[src/crf_map.vh]
// register indices, flag layout, reset values and operand size codes
// assumes: word index n sits at apb byte address 4*n
`ifndef CRF_MAP_VH
`define CRF_MAP_VH

// ----------------------------------------
// register indices (byte address = 4*index)
// ----------------------------------------
`define CRF_IDX_DATA0      4'h0
`define CRF_IDX_DATA1      4'h1
`define CRF_IDX_DATA2      4'h2
`define CRF_IDX_DATA3      4'h3
`define CRF_IDX_ADDR0      4'h4
`define CRF_IDX_ADDR1      4'h5
`define CRF_IDX_FRAME      4'h6
`define CRF_IDX_VTB        4'h7
`define CRF_IDX_PC         4'h8
`define CRF_IDX_USP        4'h9
`define CRF_IDX_ISP        4'ha
`define CRF_IDX_SB         4'hb
`define CRF_IDX_FLAG       4'hc
`define CRF_IDX_LONG_LOW   4'hd
`define CRF_IDX_LONG_HIGH  4'he
`define CRF_IDX_LONG_ADDR  4'hf
`define CRF_BANK_SLOTS     7
`define CRF_SLOTS          14

// ----------------------------------------
// flag word bit positions
// ----------------------------------------
`define CRF_FLG_C          0
`define CRF_FLG_D          1
`define CRF_FLG_Z          2
`define CRF_FLG_S          3
`define CRF_FLG_B          4
`define CRF_FLG_O          5
`define CRF_FLG_I          6
`define CRF_FLG_U          7
`define CRF_FLG_IPL_LO     8
`define CRF_FLG_IPL_HI     10
`define CRF_FLG_WIDTH      11

// ----------------------------------------
// reset values
// ----------------------------------------
`define CRF_RST_W16        16'h0000
`define CRF_RST_W20        20'h00000
`define CRF_RST_FLAG       11'h000

// ----------------------------------------
// alu operand size and misc
// ----------------------------------------
`define CRF_SZ_BYTE        2'h0
`define CRF_SZ_WORD        2'h1
`define CRF_SZ_LONG        2'h2
`define CRF_SWI_U_MAX      6'h1f

`endif

[src/crf_regfile.v]
// programmer-visible core registers: banked data/address/frame, pc, stacks, flag word
// assumes: apb master on pclk; sequencer and alu on the same clock drive the core ports
`timescale 1ns/1ps
`include "crf_map.vh"

// Operation
// RULE_01 - thirteen registers, two banks of seven
// RULE_02 - data words 0,1 split into byte halves
// RULE_03 - data words 2:0 and 3:1 form longs
// RULE_04 - address words pair, word 1 upper
// RULE_05 - frame base and static base, 16 bits
// RULE_06 - 20-bit vector table base register
// RULE_07 - 20-bit program counter, next instruction
// RULE_08 - two stack pointers, u flag selects
// RULE_09 - u clears on hw ack, swi 0..31
// RULE_10 - flag word is eleven bits wide
// RULE_11 - carry takes alu carry or shift-out
// RULE_12 - software keeps debug flag at zero
// RULE_13 - zero flag set on zero result
// RULE_14 - sign flag set on negative result
// RULE_15 - bank flag routes bank accesses
// RULE_16 - overflow flag follows alu overflow
// RULE_17 - i flag gates, cleared on ack
// RULE_18 - accept only priority above level field
// RULE_19 - software writes reserved bit as zero
// RULE_20 - byte write keeps other half
module crf_regfile
(
    input  wire        pclk,
    input  wire        presetn,
    input  wire        psel,
    input  wire        penable,
    input  wire        pwrite,
    input  wire [7:0]  paddr,
    input  wire [31:0] pwdata,
    input  wire [3:0]  pstrb,
    output reg  [31:0] prdata,
    output reg         pready,
    output reg         pslverr,
    input  wire        core_wr_en,
    input  wire [3:0]  core_wr_idx,
    input  wire [3:0]  core_wr_strb,
    input  wire [31:0] core_wr_data,
    input  wire [3:0]  core_rd_idx,
    output reg  [31:0] core_rd_data,
    input  wire        sp_wr_en,
    input  wire [15:0] sp_wr_data,
    input  wire        pc_load,
    input  wire [19:0] pc_load_val,
    input  wire        alu_upd,
    input  wire [3:0]  alu_upd_mask,
    input  wire [1:0]  alu_size,
    input  wire [31:0] alu_result,
    input  wire        alu_carry,
    input  wire        alu_ovf,
    input  wire        irq_req,
    input  wire [2:0]  irq_prio,
    input  wire        int_ack,
    input  wire        int_ack_hw,
    input  wire        swi_exec,
    input  wire [5:0]  swi_num,
    output reg         irq_accept,
    output reg  [15:0] active_sp,
    output reg  [15:0] frame_base_out,
    output reg  [15:0] static_base_out,
    output reg  [19:0] vector_table_base_out,
    output reg  [19:0] program_counter_out,
    output reg  [10:0] status_flag_out
);

    // ----------------------------------------
    // storage
    // ----------------------------------------
    reg  [15:0] bank_reg [0:13];
    reg  [19:0] vtb_reg;
    reg  [19:0] pc_reg;
    reg  [15:0] usp_reg;
    reg  [15:0] isp_reg;
    reg  [15:0] sb_reg;
    reg  [10:0] flag_reg;
    reg  [10:0] flag_next;
    reg         wr_en;
    reg  [3:0]  wr_idx;
    reg  [3:0]  wr_strb;
    reg  [31:0] wr_data;
    reg         res_zero;
    reg         res_sign;
    integer     i;

    wire [3:0]  apb_idx  = paddr[5:2];
    wire        apb_miss = (paddr[7:6] != 2'h0) || (paddr[1:0] != 2'h0);
    wire        apb_wr   = psel && penable && pwrite && pready && !pslverr;
    wire        flag_b   = flag_reg[`CRF_FLG_B];
    wire        flag_u   = flag_reg[`CRF_FLG_U];
    wire [2:0]  processor_priority_level      = flag_reg[`CRF_FLG_IPL_HI:`CRF_FLG_IPL_LO];

    // ----------------------------------------
    // decode helpers
    // ----------------------------------------
    // which part of a write lands in bank slot n: {hit, from upper 16 bits}
    function [1:0] slot_sel;
        input [3:0]   idx;
        input integer n;
        begin
            slot_sel = 2'h0;
            if (idx == n[3:0])
                slot_sel = 2'h2;
            // RULE_03 long data pairs: word 2 or 3 is the upper half
            else if (idx == `CRF_IDX_LONG_LOW && (n == 0 || n == 2))
                slot_sel = (n == 2) ? 2'h3 : 2'h2;
            else if (idx == `CRF_IDX_LONG_HIGH && (n == 1 || n == 3))
                slot_sel = (n == 3) ? 2'h3 : 2'h2;
            // RULE_04 address pair, address word 1 upper
            else if (idx == `CRF_IDX_LONG_ADDR && (n == 4 || n == 5))
                slot_sel = (n == 5) ? 2'h3 : 2'h2;
        end
    endfunction

    // byte-lane merge; an unstrobed byte keeps its old value
    function [15:0] merge16;
        input [15:0] old;
        input [1:0]  sel;
        input [3:0]  strb;
        input [31:0] data;
        reg   [15:0] half;
        reg   [1:0]  s;
        begin
            half = sel[0] ? data[31:16] : data[15:0];
            s    = sel[0] ? strb[3:2] : strb[1:0];
            merge16 = old;
            if (sel[1])
            begin
                // RULE_02 RULE_20 independent byte halves
                merge16[15:8] = s[1] ? half[15:8] : old[15:8];
                merge16[7:0]  = s[0] ? half[7:0]  : old[7:0];
            end
        end
    endfunction

    // shared read mux for the apb and core read ports
    function [31:0] rd_word;
        input [3:0] idx;
        reg   [3:0] b;
        begin
            // RULE_15 bank flag picks the visible bank
            b = flag_b ? 4'h7 : 4'h0;
            rd_word = 32'h0;
            case (idx)
                `CRF_IDX_DATA0:     rd_word = {16'h0, bank_reg[b]};
                `CRF_IDX_DATA1:     rd_word = {16'h0, bank_reg[b + 4'h1]};
                `CRF_IDX_DATA2:     rd_word = {16'h0, bank_reg[b + 4'h2]};
                `CRF_IDX_DATA3:     rd_word = {16'h0, bank_reg[b + 4'h3]};
                `CRF_IDX_ADDR0:     rd_word = {16'h0, bank_reg[b + 4'h4]};
                `CRF_IDX_ADDR1:     rd_word = {16'h0, bank_reg[b + 4'h5]};
                `CRF_IDX_FRAME:     rd_word = {16'h0, bank_reg[b + 4'h6]};
                `CRF_IDX_VTB:       rd_word = {12'h0, vtb_reg};
                `CRF_IDX_PC:        rd_word = {12'h0, pc_reg};
                `CRF_IDX_USP:       rd_word = {16'h0, usp_reg};
                `CRF_IDX_ISP:       rd_word = {16'h0, isp_reg};
                `CRF_IDX_SB:        rd_word = {16'h0, sb_reg};
                // reserved bit 11 and above read as zero
                `CRF_IDX_FLAG:      rd_word = {21'h0, flag_reg};
                `CRF_IDX_LONG_LOW:  rd_word = {bank_reg[b + 4'h2], bank_reg[b]};
                `CRF_IDX_LONG_HIGH: rd_word = {bank_reg[b + 4'h3], bank_reg[b + 4'h1]};
                `CRF_IDX_LONG_ADDR: rd_word = {bank_reg[b + 4'h5], bank_reg[b + 4'h4]};
                default:            rd_word = 32'h0;
            endcase
        end
    endfunction

    // ----------------------------------------
    // write port arbitration
    // ----------------------------------------
    // one write port: the sequencer wins, a colliding apb write is dropped
    always @*
    begin
        wr_en   = core_wr_en || apb_wr;
        wr_idx  = core_wr_en ? core_wr_idx  : apb_idx;
        wr_strb = core_wr_en ? core_wr_strb : pstrb;
        wr_data = core_wr_en ? core_wr_data : pwdata;
    end

    // ----------------------------------------
    // banked registers
    // ----------------------------------------
    // RULE_01 two copies of the seven-word bank
    always @(posedge pclk or negedge presetn)
    begin
        if (!presetn)
        begin
            for (i = 0; i < `CRF_SLOTS; i = i + 1)
                bank_reg[i] <= `CRF_RST_W16;
        end
        else
        begin
            for (i = 0; i < `CRF_SLOTS; i = i + 1)
                // RULE_15 only the selected bank takes writes
                if (wr_en && ((i / `CRF_BANK_SLOTS) == (flag_b ? 1 : 0)))
                    bank_reg[i] <= merge16(bank_reg[i], slot_sel(wr_idx, i % `CRF_BANK_SLOTS),
                                           wr_strb, wr_data);
        end
    end

    // ----------------------------------------
    // unbanked registers
    // ----------------------------------------
    always @(posedge pclk or negedge presetn)
    begin
        if (!presetn)
        begin
            vtb_reg <= `CRF_RST_W20;
            pc_reg  <= `CRF_RST_W20;
            usp_reg <= `CRF_RST_W16;
            isp_reg <= `CRF_RST_W16;
            sb_reg  <= `CRF_RST_W16;
        end
        else
        begin
            // RULE_06 vector table base, lanes 0 to 2
            if (wr_en && wr_idx == `CRF_IDX_VTB)
            begin
                if (wr_strb[0])
                    vtb_reg[7:0] <= wr_data[7:0];
                if (wr_strb[1])
                    vtb_reg[15:8] <= wr_data[15:8];
                if (wr_strb[2])
                    vtb_reg[19:16] <= wr_data[19:16];
            end
            // RULE_07 only the sequencer moves the pc
            if (pc_load)
                pc_reg <= pc_load_val;
            // RULE_05 static base
            if (wr_en && wr_idx == `CRF_IDX_SB)
                sb_reg <= merge16(sb_reg, 2'h2, wr_strb, wr_data);
            // RULE_08 active stack write goes where the u flag points
            if (sp_wr_en && flag_u)
                usp_reg <= sp_wr_data;
            else if (wr_en && wr_idx == `CRF_IDX_USP)
                usp_reg <= merge16(usp_reg, 2'h2, wr_strb, wr_data);
            if (sp_wr_en && !flag_u)
                isp_reg <= sp_wr_data;
            else if (wr_en && wr_idx == `CRF_IDX_ISP)
                isp_reg <= merge16(isp_reg, 2'h2, wr_strb, wr_data);
        end
    end

    // ----------------------------------------
    // flag word
    // ----------------------------------------
    always @*
    begin
        case (alu_size)
            `CRF_SZ_BYTE:
            begin
                res_zero = (alu_result[7:0] == 8'h0);
                res_sign = alu_result[7];
            end
            `CRF_SZ_WORD:
            begin
                res_zero = (alu_result[15:0] == 16'h0);
                res_sign = alu_result[15];
            end
            default:
            begin
                res_zero = (alu_result == 32'h0);
                res_sign = alu_result[31];
            end
        endcase
    end

    // order: register write, then alu result, then interrupt entry on top
    always @*
    begin
        flag_next = flag_reg;
        // RULE_10 eleven stored bits; debug bit is software's to keep at zero
        if (wr_en && wr_idx == `CRF_IDX_FLAG)
        begin
            if (wr_strb[0])
                flag_next[7:0] = wr_data[7:0];
            if (wr_strb[1])
                flag_next[10:8] = wr_data[10:8];
        end
        if (alu_upd)
        begin
            // RULE_11 carry, borrow or shift-out
            if (alu_upd_mask[0])
                flag_next[`CRF_FLG_C] = alu_carry;
            // RULE_13 zero result
            if (alu_upd_mask[1])
                flag_next[`CRF_FLG_Z] = res_zero;
            // RULE_14 negative result
            if (alu_upd_mask[2])
                flag_next[`CRF_FLG_S] = res_sign;
            // RULE_16 overflow
            if (alu_upd_mask[3])
                flag_next[`CRF_FLG_O] = alu_ovf;
        end
        // RULE_17 acknowledge masks further interrupts
        if (int_ack)
            flag_next[`CRF_FLG_I] = 1'b0;
        // RULE_09 fall back to the interrupt stack
        if ((int_ack && int_ack_hw) || (swi_exec && swi_num <= `CRF_SWI_U_MAX))
            flag_next[`CRF_FLG_U] = 1'b0;
    end

    always @(posedge pclk or negedge presetn)
    begin
        if (!presetn)
            flag_reg <= `CRF_RST_FLAG;
        else
            flag_reg <= flag_next;
    end

    // ----------------------------------------
    // apb slave
    // ----------------------------------------
    // decode and read data are taken in the setup cycle, so the access phase
    // always ends in one cycle; a core write in that same cycle is not seen
    always @(posedge pclk or negedge presetn)
    begin
        if (!presetn)
        begin
            prdata  <= 32'h0;
            pready  <= 1'b0;
            pslverr <= 1'b0;
        end
        else if (psel && !penable)
        begin
            pready  <= 1'b1;
            // pc is read-only from the bus
            pslverr <= apb_miss || (pwrite && apb_idx == `CRF_IDX_PC);
            prdata  <= (pwrite || apb_miss) ? 32'h0 : rd_word(apb_idx);
        end
        else
        begin
            pready  <= 1'b0;
            pslverr <= 1'b0;
        end
    end

    // ----------------------------------------
    // core-facing outputs
    // ----------------------------------------
    always @(posedge pclk or negedge presetn)
    begin
        if (!presetn)
        begin
            core_rd_data          <= 32'h0;
            irq_accept            <= 1'b0;
            active_sp             <= `CRF_RST_W16;
            frame_base_out        <= `CRF_RST_W16;
            static_base_out       <= `CRF_RST_W16;
            vector_table_base_out <= `CRF_RST_W20;
            program_counter_out   <= `CRF_RST_W20;
            status_flag_out       <= `CRF_RST_FLAG;
        end
        else
        begin
            core_rd_data          <= rd_word(core_rd_idx);
            // RULE_17 RULE_18 enabled and strictly above the level field
            irq_accept            <= irq_req && flag_reg[`CRF_FLG_I] && (irq_prio > processor_priority_level);
            // RULE_08 u=0 interrupt stack, u=1 user stack
            active_sp             <= flag_u ? usp_reg : isp_reg;
            frame_base_out        <= bank_reg[flag_b ? 13 : 6];
            static_base_out       <= sb_reg;
            vector_table_base_out <= vtb_reg;
            program_counter_out   <= pc_reg;
            status_flag_out       <= flag_reg;
        end
    end

endmodule // crf_regfile

[config.mk]
export PLATFORM = sky130hd
export DESIGN_NAME = crf_regfile
export DESIGN_NICKNAME = d
export VERILOG_FILES = /design/src/crf_regfile.v
export VERILOG_INCLUDE_DIRS = /design/src
export SDC_FILE = /design/constraint.sdc
export NUM_CORES = 1
export LEC_CHECK = 0
export BUFFER_PORTS_ARGS = -buffer_cell sky130_fd_sc_hd__buf_2
export CORE_MARGIN = 10
export CORE_UTILIZATION = 30
export CTS_BUF_LIST = sky130_fd_sc_hd__clkbuf_8
export CTS_CLUSTER_SIZE = 8
export DETAILED_ROUTE_END_ITERATION = 8
export PLACE_DENSITY = 0.52
export SETUP_SLACK_MARGIN = 0.4
export SLEW_MARGIN = 40
export SYNTH_ARGS = -nofsm -noshare
export SYNTH_HDL_FRONTEND = slang
export SYNTH_SLANG_ARGS = --single-unit
[constraint.sdc]
create_clock -name pclk -period 2.9 [get_ports pclk]
set_input_delay 0.145 -clock pclk [delete_from_list [all_inputs] [get_ports pclk]]
set_output_delay 0.145 -clock pclk [all_outputs]
set_load 0.05 [all_outputs]
==> summary.md, run 1 <==
| Metric | Value |
|---|---|
| Max rail drop VDD | just under 0.3 mV |
| MaxCap Viol Count | 0 |
| Ys Warns | 0 |
| CTS sink cnt | ~490 |
| Area grow syn2layout | 28.14% |
| CTS clock-pin slew for the worst setup and hold paths | around 0.070 ns |
| Antenna Nets Post-Route | 0 |
| Worst EP required | 3.48 ns |
| Die footprint | between 90000 and 100000 sq um |
| Async S/R FF share, synth | 1.000 |
| Final setup viols | 0 |
| Yosys cell types | 83 |
| Ys flop type | dfrtp_1 |
| Post-synth EDFFs | 0 |
| R2R depth | 6 |
| Worst Tran Pin Value | approximately 0.95 ns |
| Max FFs per register | between 200 and 250 |
| Worst setup path class | reg -> reg |
| Final WL | 111.7 mm |
| RSZ-0062 raised after global routing | yes |
| Drt wl/cell | between 20 and 30 microns |
| Crit share post-route | 0.8660 |
| P_leak | roughly 15 nW |
| Clock Skews | about 0.043 ns |
| Final Non-Filler Cells | 3807 |
| Status | finished, final reports clean |
| Setup_tns | 0 ns |
| Max frequency | 398.2 MHz |
| Layout cells sized above 1 | 0.3829 |
| Slew Viols, Final | 0 |
| Clk_lat worst skew | slightly above 0.7 ns |
| Mean instance size in the synthesized netlist | between 10 and 15 sq um |
| Final Critical Period | roughly 2.5 ns |
| Iteration-0 DRC Markers | 1945 |
| Switching Share | 0.3842 |
| Sequential fraction of the synthesis area | 0.5047 |
| Syn_nets | about 2300 |
| Comb pwr share | 0.338 |
| Seq. cell area | between 10000 and 15000 sq um |
| CTS tree | done |
| Pre-antenna DRT Iters | 8 |
| Int Pwr | 14.91 mW |
| Grt ovf | 0 |
| CTS buffer count | 85 |
| Initial core utilization | 0.3020 |
| Initial antenna violation count | 11 |
| Detail Placement HPWL | 86.36 mm |
| Vias | 20950 |
| Worst Path Max Fanout | 10 |
| # fillers | between 7000 and 8000 |
| Yosys reg bits | 489 |
| Vias per cell | 5.503 |
| Slew Limit Headroom | 0.3681 |
| Startpoint Class | flip-flop |
| Core ar. | approximately 80000 sq um |
| Die Height | 304.3 microns |
| I/O pins | around 350 |
| Largest net degree at the start of global routing | 89 |
| Total Nets Final | ~2900 |
| Gpl congestion | approximately 0.97 |
| Clk pwr share | 0.262 |
| Total track usage | 0.2329 |
| Critical Path AT | around 3.1 ns |
| Seq pwr share | 0.400 |
| Site Rows | approximately 100 |
| Pwr dens | ~780 nW/um^2 |
| Final Hold Vio Count | 0 |
| Global-route wire length before repair | ~160 mm |
| Port Buf Inserts | around 350 |
| Synthesized area | 24250 sq um |
| Net load switching power | a little over 9 mW |
| DRC | 0 |
| Die span in x | 304.3 microns |
| Max Root-Sink Buffers | 3 |
| Synth Instances | approximately 2100 |
| Post-Place Cells | 3547 |
| Multi-input gate area | between 10000 and 15000 sq um |
| # H-tree levels | 3 |
| Vias in the first global route | 21310 |
| HP Class | in -> async |
| Endpoint type of the worst setup path | flip-flop |
| CTS Root Cell | clkbuf_8 |
-- metal layers --
layer	GRT usage	up-vias	part of all wire
met5	0	-	0.00072
met4	0.07196	12	0.028
li1	-	9047	-
met2	0.3538	989	0.44
met1	0.3232	10710	0.45
met3	0.05542	196	0.081
-- repair_timing --
item / 4_1_cts / 5_1_grt
hold buffers: 99 / 0
hold endpoints to repair: 443 / 0
endpoints found under the setup margin: 26 / 22
resized for setup: 2 / 6
setup buffers: 3 / 4
pin swaps: 1 / 0
gates cloned: 0 / 0
-- cell type report --
class                           instances  share of cell area
Clock inverter                         52             0.01107
Tap cell                             1060             0.04269
Sequential cell                       489              0.3940
Inverter                               17            0.002054
Antenna cell                            2           0.0001611
Timing Repair Buffer                  644              0.1407
Clock buffer                           99             0.04385
Multi-Input combinational cell       1444              0.3655
-- worst max-delay path: stages, from the launching register on --
cell and delay (ns):
dfrtp_4 0.55, buf_4 0.16, mux2_2 0.42, a32o_1 0.24, a221o_1 0.32, or4_1 0.49, a22o_1 0.19
-- cell families after synthesis --
| group | count (synthesis) | share of synthesized area |
|---|---|---|
| AOI/OAI and AO/OA | 451 | 0.1291 |
| muxes | 502 | 0.2266 |
| and+or+nand+nor | 488 | 0.1066 |
| buffers and inverters | 174 | 0.03153 |
| DFF | 489 | 0.5047 |
| adders and majority gates | 3 | 0.001548 |
-- synth_stat cells, drive strengths merged (19+ instances only) --
| cell | number | area [sq um] |
|---|---|---|
| nor2 | 116 | 435.4 |
| nor3 | 22 | 200.2 |
| nand2 | 153 | 574.3 |
| buf | 74 | 387.9 |
| o221ai | 24 | 210.2 |
| a32oi | 19 | 166.4 |
| mux2i | 145 | 1451 |
| o22ai | 27 | 182.7 |
| mux2 | 355 | 3998 |
| nand3 | 36 | 180.2 |
| clkbuf | 83 | 312.8 |
| dfrtp | 489 | 12240 |
| o21ai | 91 | 455.4 |
| a21oi | 93 | 469.2 |
| a22oi | 61 | 457.9 |
-- metrics by stage --
step	hold WS [ns]	cell area (sq um)	worst slack, ns	utilization	power, mW
2_1_floorplan	-0.1506	24250	0.5761	-	14.00
3_3_place_gp	0.1696	28260	0.2202	0.3520	17.46
3_5_place_dp	0.1791	28280	0.2293	0.3522	17.63
4_1_cts	0.0004096	31000	0.3897	0.3862	24.22
5_1_grt	0.06275	31070	0.3438	0.3870	25.26
6_report	0.02589	31070	0.3886	0.3870	24.22
-- power by group through the flow --
stage          combinational [mW]  sequential (mW)  clock [mW]
3_3_place_gp                 7.75             9.71           0
3_5_place_dp                 7.83             9.80           0
6_report                     8.17             9.69        6.35
2_1_floorplan                3.44             10.6           0
5_1_grt                      8.56             9.87        6.83
4_1_cts                      8.02             9.67        6.54
-- placed cells by master (no fill, tap or decap), types with 8 or more instances in the layout --
cell             n
a221o_1          8
a22o_1          14
nor2_1         115
nor3_1          14
clkbuf_8        99
o2bb2ai_1       17
nand3b_1        11
buf_12          11
or3_1            8
dlygate4sd3_1   99
dfrtp_1        487
a21oi_1         92
nand3_1         36
a221oi_1        12
o211ai_1        12
mux2_2         339
and3_1          10
buf_4          188
clkinv_2         9
a22oi_1         61
and3b_1         11
nand4_1         17
o22ai_1         26
a32oi_1         19
nand2b_1        14
nor2b_1         12
o21ai_1         16
mux2i_1        139
nand2_1        153
o221ai_1        24
o21ai_0         75
nor4_1          17
buf_2          344
mux2_1          16
inv_1           49
nor3_4           8
-- path summary, 6_finish.rpt --
check | from | to | slack, ns
setup / recovery | flag_reg[4] | prdata[1] | 0.39
hold / removal | presetn | program_counter_out[12] | 0.03
setup reg to reg | flag_reg[4] | prdata[1] | 0.39
hold reg to reg | flag_reg[9] | status_flag_out[9] | 0.44
max in group asynchronous | presetn | frame_base_out[6] | 1.93
min in group pclk | core_wr_data[17] | bank_reg[129] | 0.04
Power figures use the tool's default switching activity.
==> run 2, diff against run 1 <==
--- a/config.mk
+++ b/config.mk
@@ -6,6 +6,7 @@
 export SDC_FILE = /design/constraint.sdc
 export NUM_CORES = 1
 export LEC_CHECK = 0
+export ABC_AREA = 1
 export BUFFER_PORTS_ARGS = -buffer_cell sky130_fd_sc_hd__buf_2
 export CORE_MARGIN = 10
 export CORE_UTILIZATION = 30
==> summary.md, run 2 <==
| Metric | Value |
|---|---|
| CTS Root Cell | clkbuf_8 |
| M3 GR Usage | 0.04191 (-0.01351) |
| Vias per cell | 4.893 (-11%) |
| Core Util, Final | 0.3802 (-0.006771) |
| Final setup viols | 0 (unchanged) |
| Largest net degree at the start of global routing | 80 (-10%) |
| Ys Warns | 0 (unchanged) |
| Worst EP required | 3.55 ns (+0.07 ns) |
| Most frequent cell after synthesis | nand2_1 |
| CTS tree | done |
| Global-route layer with the greatest usage | met2 |
| Max FFs per register | 224 (unchanged) |
| Site Rows | 107 (+2.9%) |
| Core ar. | 84880 sq um (+5.7%) |
| Detail Placement HPWL | 93.51 mm (+8.3%) |
| Gpl congestion | 1.040 (+7.2%) |
| DP Area | 29120 sq um (+3.0%) |
| Yosys top cell area share | 0.4778 (-0.02687) |
| Total Nets Final | 4281 (+49%) |
| Post-route setup slack | 0.4471 ns (+0.05851 ns) |
| WP buf/inv | 3 (+2) |
| Most frequent CP cell | dlygate4sd3_1 |
| CP max stage delay | 0.57 ns (+0.02 ns) |
| Max rail drop VDD | 0.3603 mV (+21%) |
| Area grow syn2layout | 26.02% |
| Startpoint Class | flip-flop |
| Port Buf Inserts | 346 (unchanged) |
| Global-route wire length before repair | 177.0 mm (+11%) |
| I/O pins | 352 (unchanged) |
| Slew Viols, Final | 0 (unchanged) |
| Grt ovf | 0 (unchanged) |
| Iteration-0 DRC Markers | 2547 (+31%) |
| Worst Tran Pin Value | 0.9100 ns (-0.03588 ns) |
| CTS sink cnt | 489 (unchanged) |
| RSZ-0062 raised after global routing | no |
| Initial core utilization | 0.3017 (about the same) |
| Commonest non-fill, non-tap cell in the layout | nand2_1 |
| Synth top area cells | dfrtp_1 (48%), nand2_1 (23%), nor2_1 (4.9%) |
| Initial antenna violation count | 10 (-1) |
| Met2 usage | 0.3946 (+0.04074) |
| Post-synth EDFFs | 0 (unchanged) |
| Pre-antenna DRT Iters | 6 (-2) |
| GR Util met1 | 0.3214 (-0.001794) |
| Synth Instances | 3560 (+69%) |
| Critical Path AT | 3.11 ns (about the same) |
| Endpoint type of the worst setup path | flip-flop |
| Pwr dens | 711.2 nW/um^2 (-8.7%) |
| Mean instance size in the synthesized netlist | 7.194 sq um (-37%) |
| Slew Limit Headroom | 0.3813 (+0.01321) |
| Yosys top cell by area | dfrtp_1 |
| Final WL | 122.8 mm (+9.9%) |
| Die footprint | 97460 sq um (+5.2%) |
| Synthesized area | 25610 sq um (+5.6%) |
| CTS clock-pin slew for the worst setup and hold paths | 0.06 ns (about the same) |
| Sequential fraction of the synthesis area | 0.4778 (-0.02687) |
| Total power | 22.95 mW (-5.2%) |
| Yosys reg bits | 489 (unchanged) |
| Worst Path Max Fanout | 4 (-6) |
| Crit share post-route | 0.8458 (-0.02018) |
| DRC | 0 (unchanged) |
| Crit path max-delay family | buffers and inverters |
| Antenna Nets Post-Route | 0 (unchanged) |
| MaxCap Viol Count | 0 (unchanged) |
| Async S/R FF share, synth | 1.000 (unchanged) |
| Vias | 25960 (+24%) |
| P_leak | 16.94 nW (+16%) |
| Commonest cells in the netlist | nand2_1 (1573), dfrtp_1 (489), nor2_1 (331), inv_1 (260), o21ai_0 (223) |
| Crit-path cells | inv_1 -> ha_1 -> nand2_1 -> o21ai_0 -> dlygate4sd3_1 -> nor3_1 -> dlygate4sd3_1 |
| Crit path max-delay cell type | dlygate4sd3_1 |
| # H-tree levels | 3 (unchanged) |
| Worst setup path class | reg -> reg |
| Max frequency | 407.7 MHz (+2.4%) |
| Most frequent cells in the layout | nand2_1 (1571), dfrtp_1 (487), buf_2 (345) |
| Status | finished, final reports clean |
| Clock Skews | 0.04199 ns (-0.001230 ns) |
| CTS buffer count | 91 (+7.1%) |
| HP Class | in -> reg |
| Max Root-Sink Buffers | 3 (unchanged) |
| Die span in x | 312.2 microns (+2.6%) |
| Clk_lat worst skew | 0.72 ns (about the same) |
| Syn_nets | 3749 (+63%) |
| Final Hold Vio Count | 0 (unchanged) |
| Final Critical Period | 2.453 ns (-0.05851 ns) |
| Vias in the first global route | 25220 (+18%) |
| Total track usage | 0.2452 (+0.01228) |
| Setup_tns | 0 ns (unchanged) |
| Yosys cell types | 44 (-47%) |
| Final Cell Area | 32270 sq um (+3.9%) |
| Layout cells sized above 1 | 0.1770 (-0.2059) |
| Die Height | 312.2 microns (+2.6%) |
| Drt wl/cell | 23.14 microns (-21%) |
| Worst slack, placed | 0.4392 ns (+0.2099 ns) |
| Ys flop type | dfrtp_1 |
-- run 2: changes by cell type after synthesis, sizes merged, moves of 123 or more --
| cell | before | now |
|---|---|---|
| nand2 | 153 | 1629 |
| inv | 15 | 268 |
| nand3 | 36 | 159 |
| mux2 | 355 | 5 |
| mux2i | 145 | 10 |
| nor2 | 116 | 350 |
| o21ai | 91 | 327 |
-- run 2: metal layers --
layer  wire length, microns  vias up  share of wire
li1                       -    12250              -
met3                   8617      205          0.070
met1                  52040    12440           0.42
met4                   5311        2          0.043
met2                  56790     1064           0.46
met5                     12        -       0.000098
-- run 2: stage by stage --
step | hold WS, ns | std cells
after floorplan | -0.1506 | 3560
after global placement | 0.2084 | 5025
after detailed placement | 0.2100 | 5025
after CTS | 0.0001575 | 5303
after global routing | 0.02182 | 5305
final | 0.04679 | 5306
-- run 2: final cells by class --
cell class / instances / area (sq um)
clock inverter: 42 / 336.6
inverter: 273 / 1031
clock buffer: 118 / 1624
multi-input combinational: 2655 / 11690
antenna: 3 / 7.507
timing repair buffer: 582 / 3909
tap: 1144 / 1431
sequential: 489 / 12240
fill: 9203 / 52610
-- run 2: cells by family (layout without fill, tap and decap cells) --
family | Yosys count | count (layout) | synth area share
other | 0 | 3 | 0
AND/OR/NAND/NOR | 2173 | 2173 | 0.3436
adder cells (fa/ha/maj) | 3 | 3 | 0.001466
multiplexers | 15 | 15 | 0.006107
buffers and inverters | 416 | 1015 | 0.06757
AO/OA/AOI/OAI | 464 | 464 | 0.1034
flip-flops | 489 | 489 | 0.4778
-- run 2: path summary, 6_finish.rpt --
kind,start,endpoint,slack [ns],depth (start not counted)
setup reg to reg,flag_reg[10],irq_accept,0.45,7
hold reg to reg,pc_reg[7],program_counter_out[7],0.36,0
hold / removal,pc_load,pc_reg[0],0.05,2
max in group asynchronous,presetn,isp_reg[8],1.78,4
min in group asynchronous,presetn,prdata[9],0.06,2
setup / recovery,flag_reg[10],irq_accept,0.45,7
-- run 2: power breakdown --
group / total, mW / switching (mW) / internal (mW)
sequential: 8.93 / 0.871 / 8.06
clock: 7.13 / 3.11 / 4.02
combinational: 6.89 / 5.25 / 1.65
total: 23.0 / 9.22 / 13.7
-- run 2: what timing repair did --
action / CTS / global route
hold buffers: 118 / 0
setup buffers: 0 / 0
resized for setup: 0 / 3
hold endpoints to repair: 372 / 0
endpoints found under the setup margin: 0 / 12
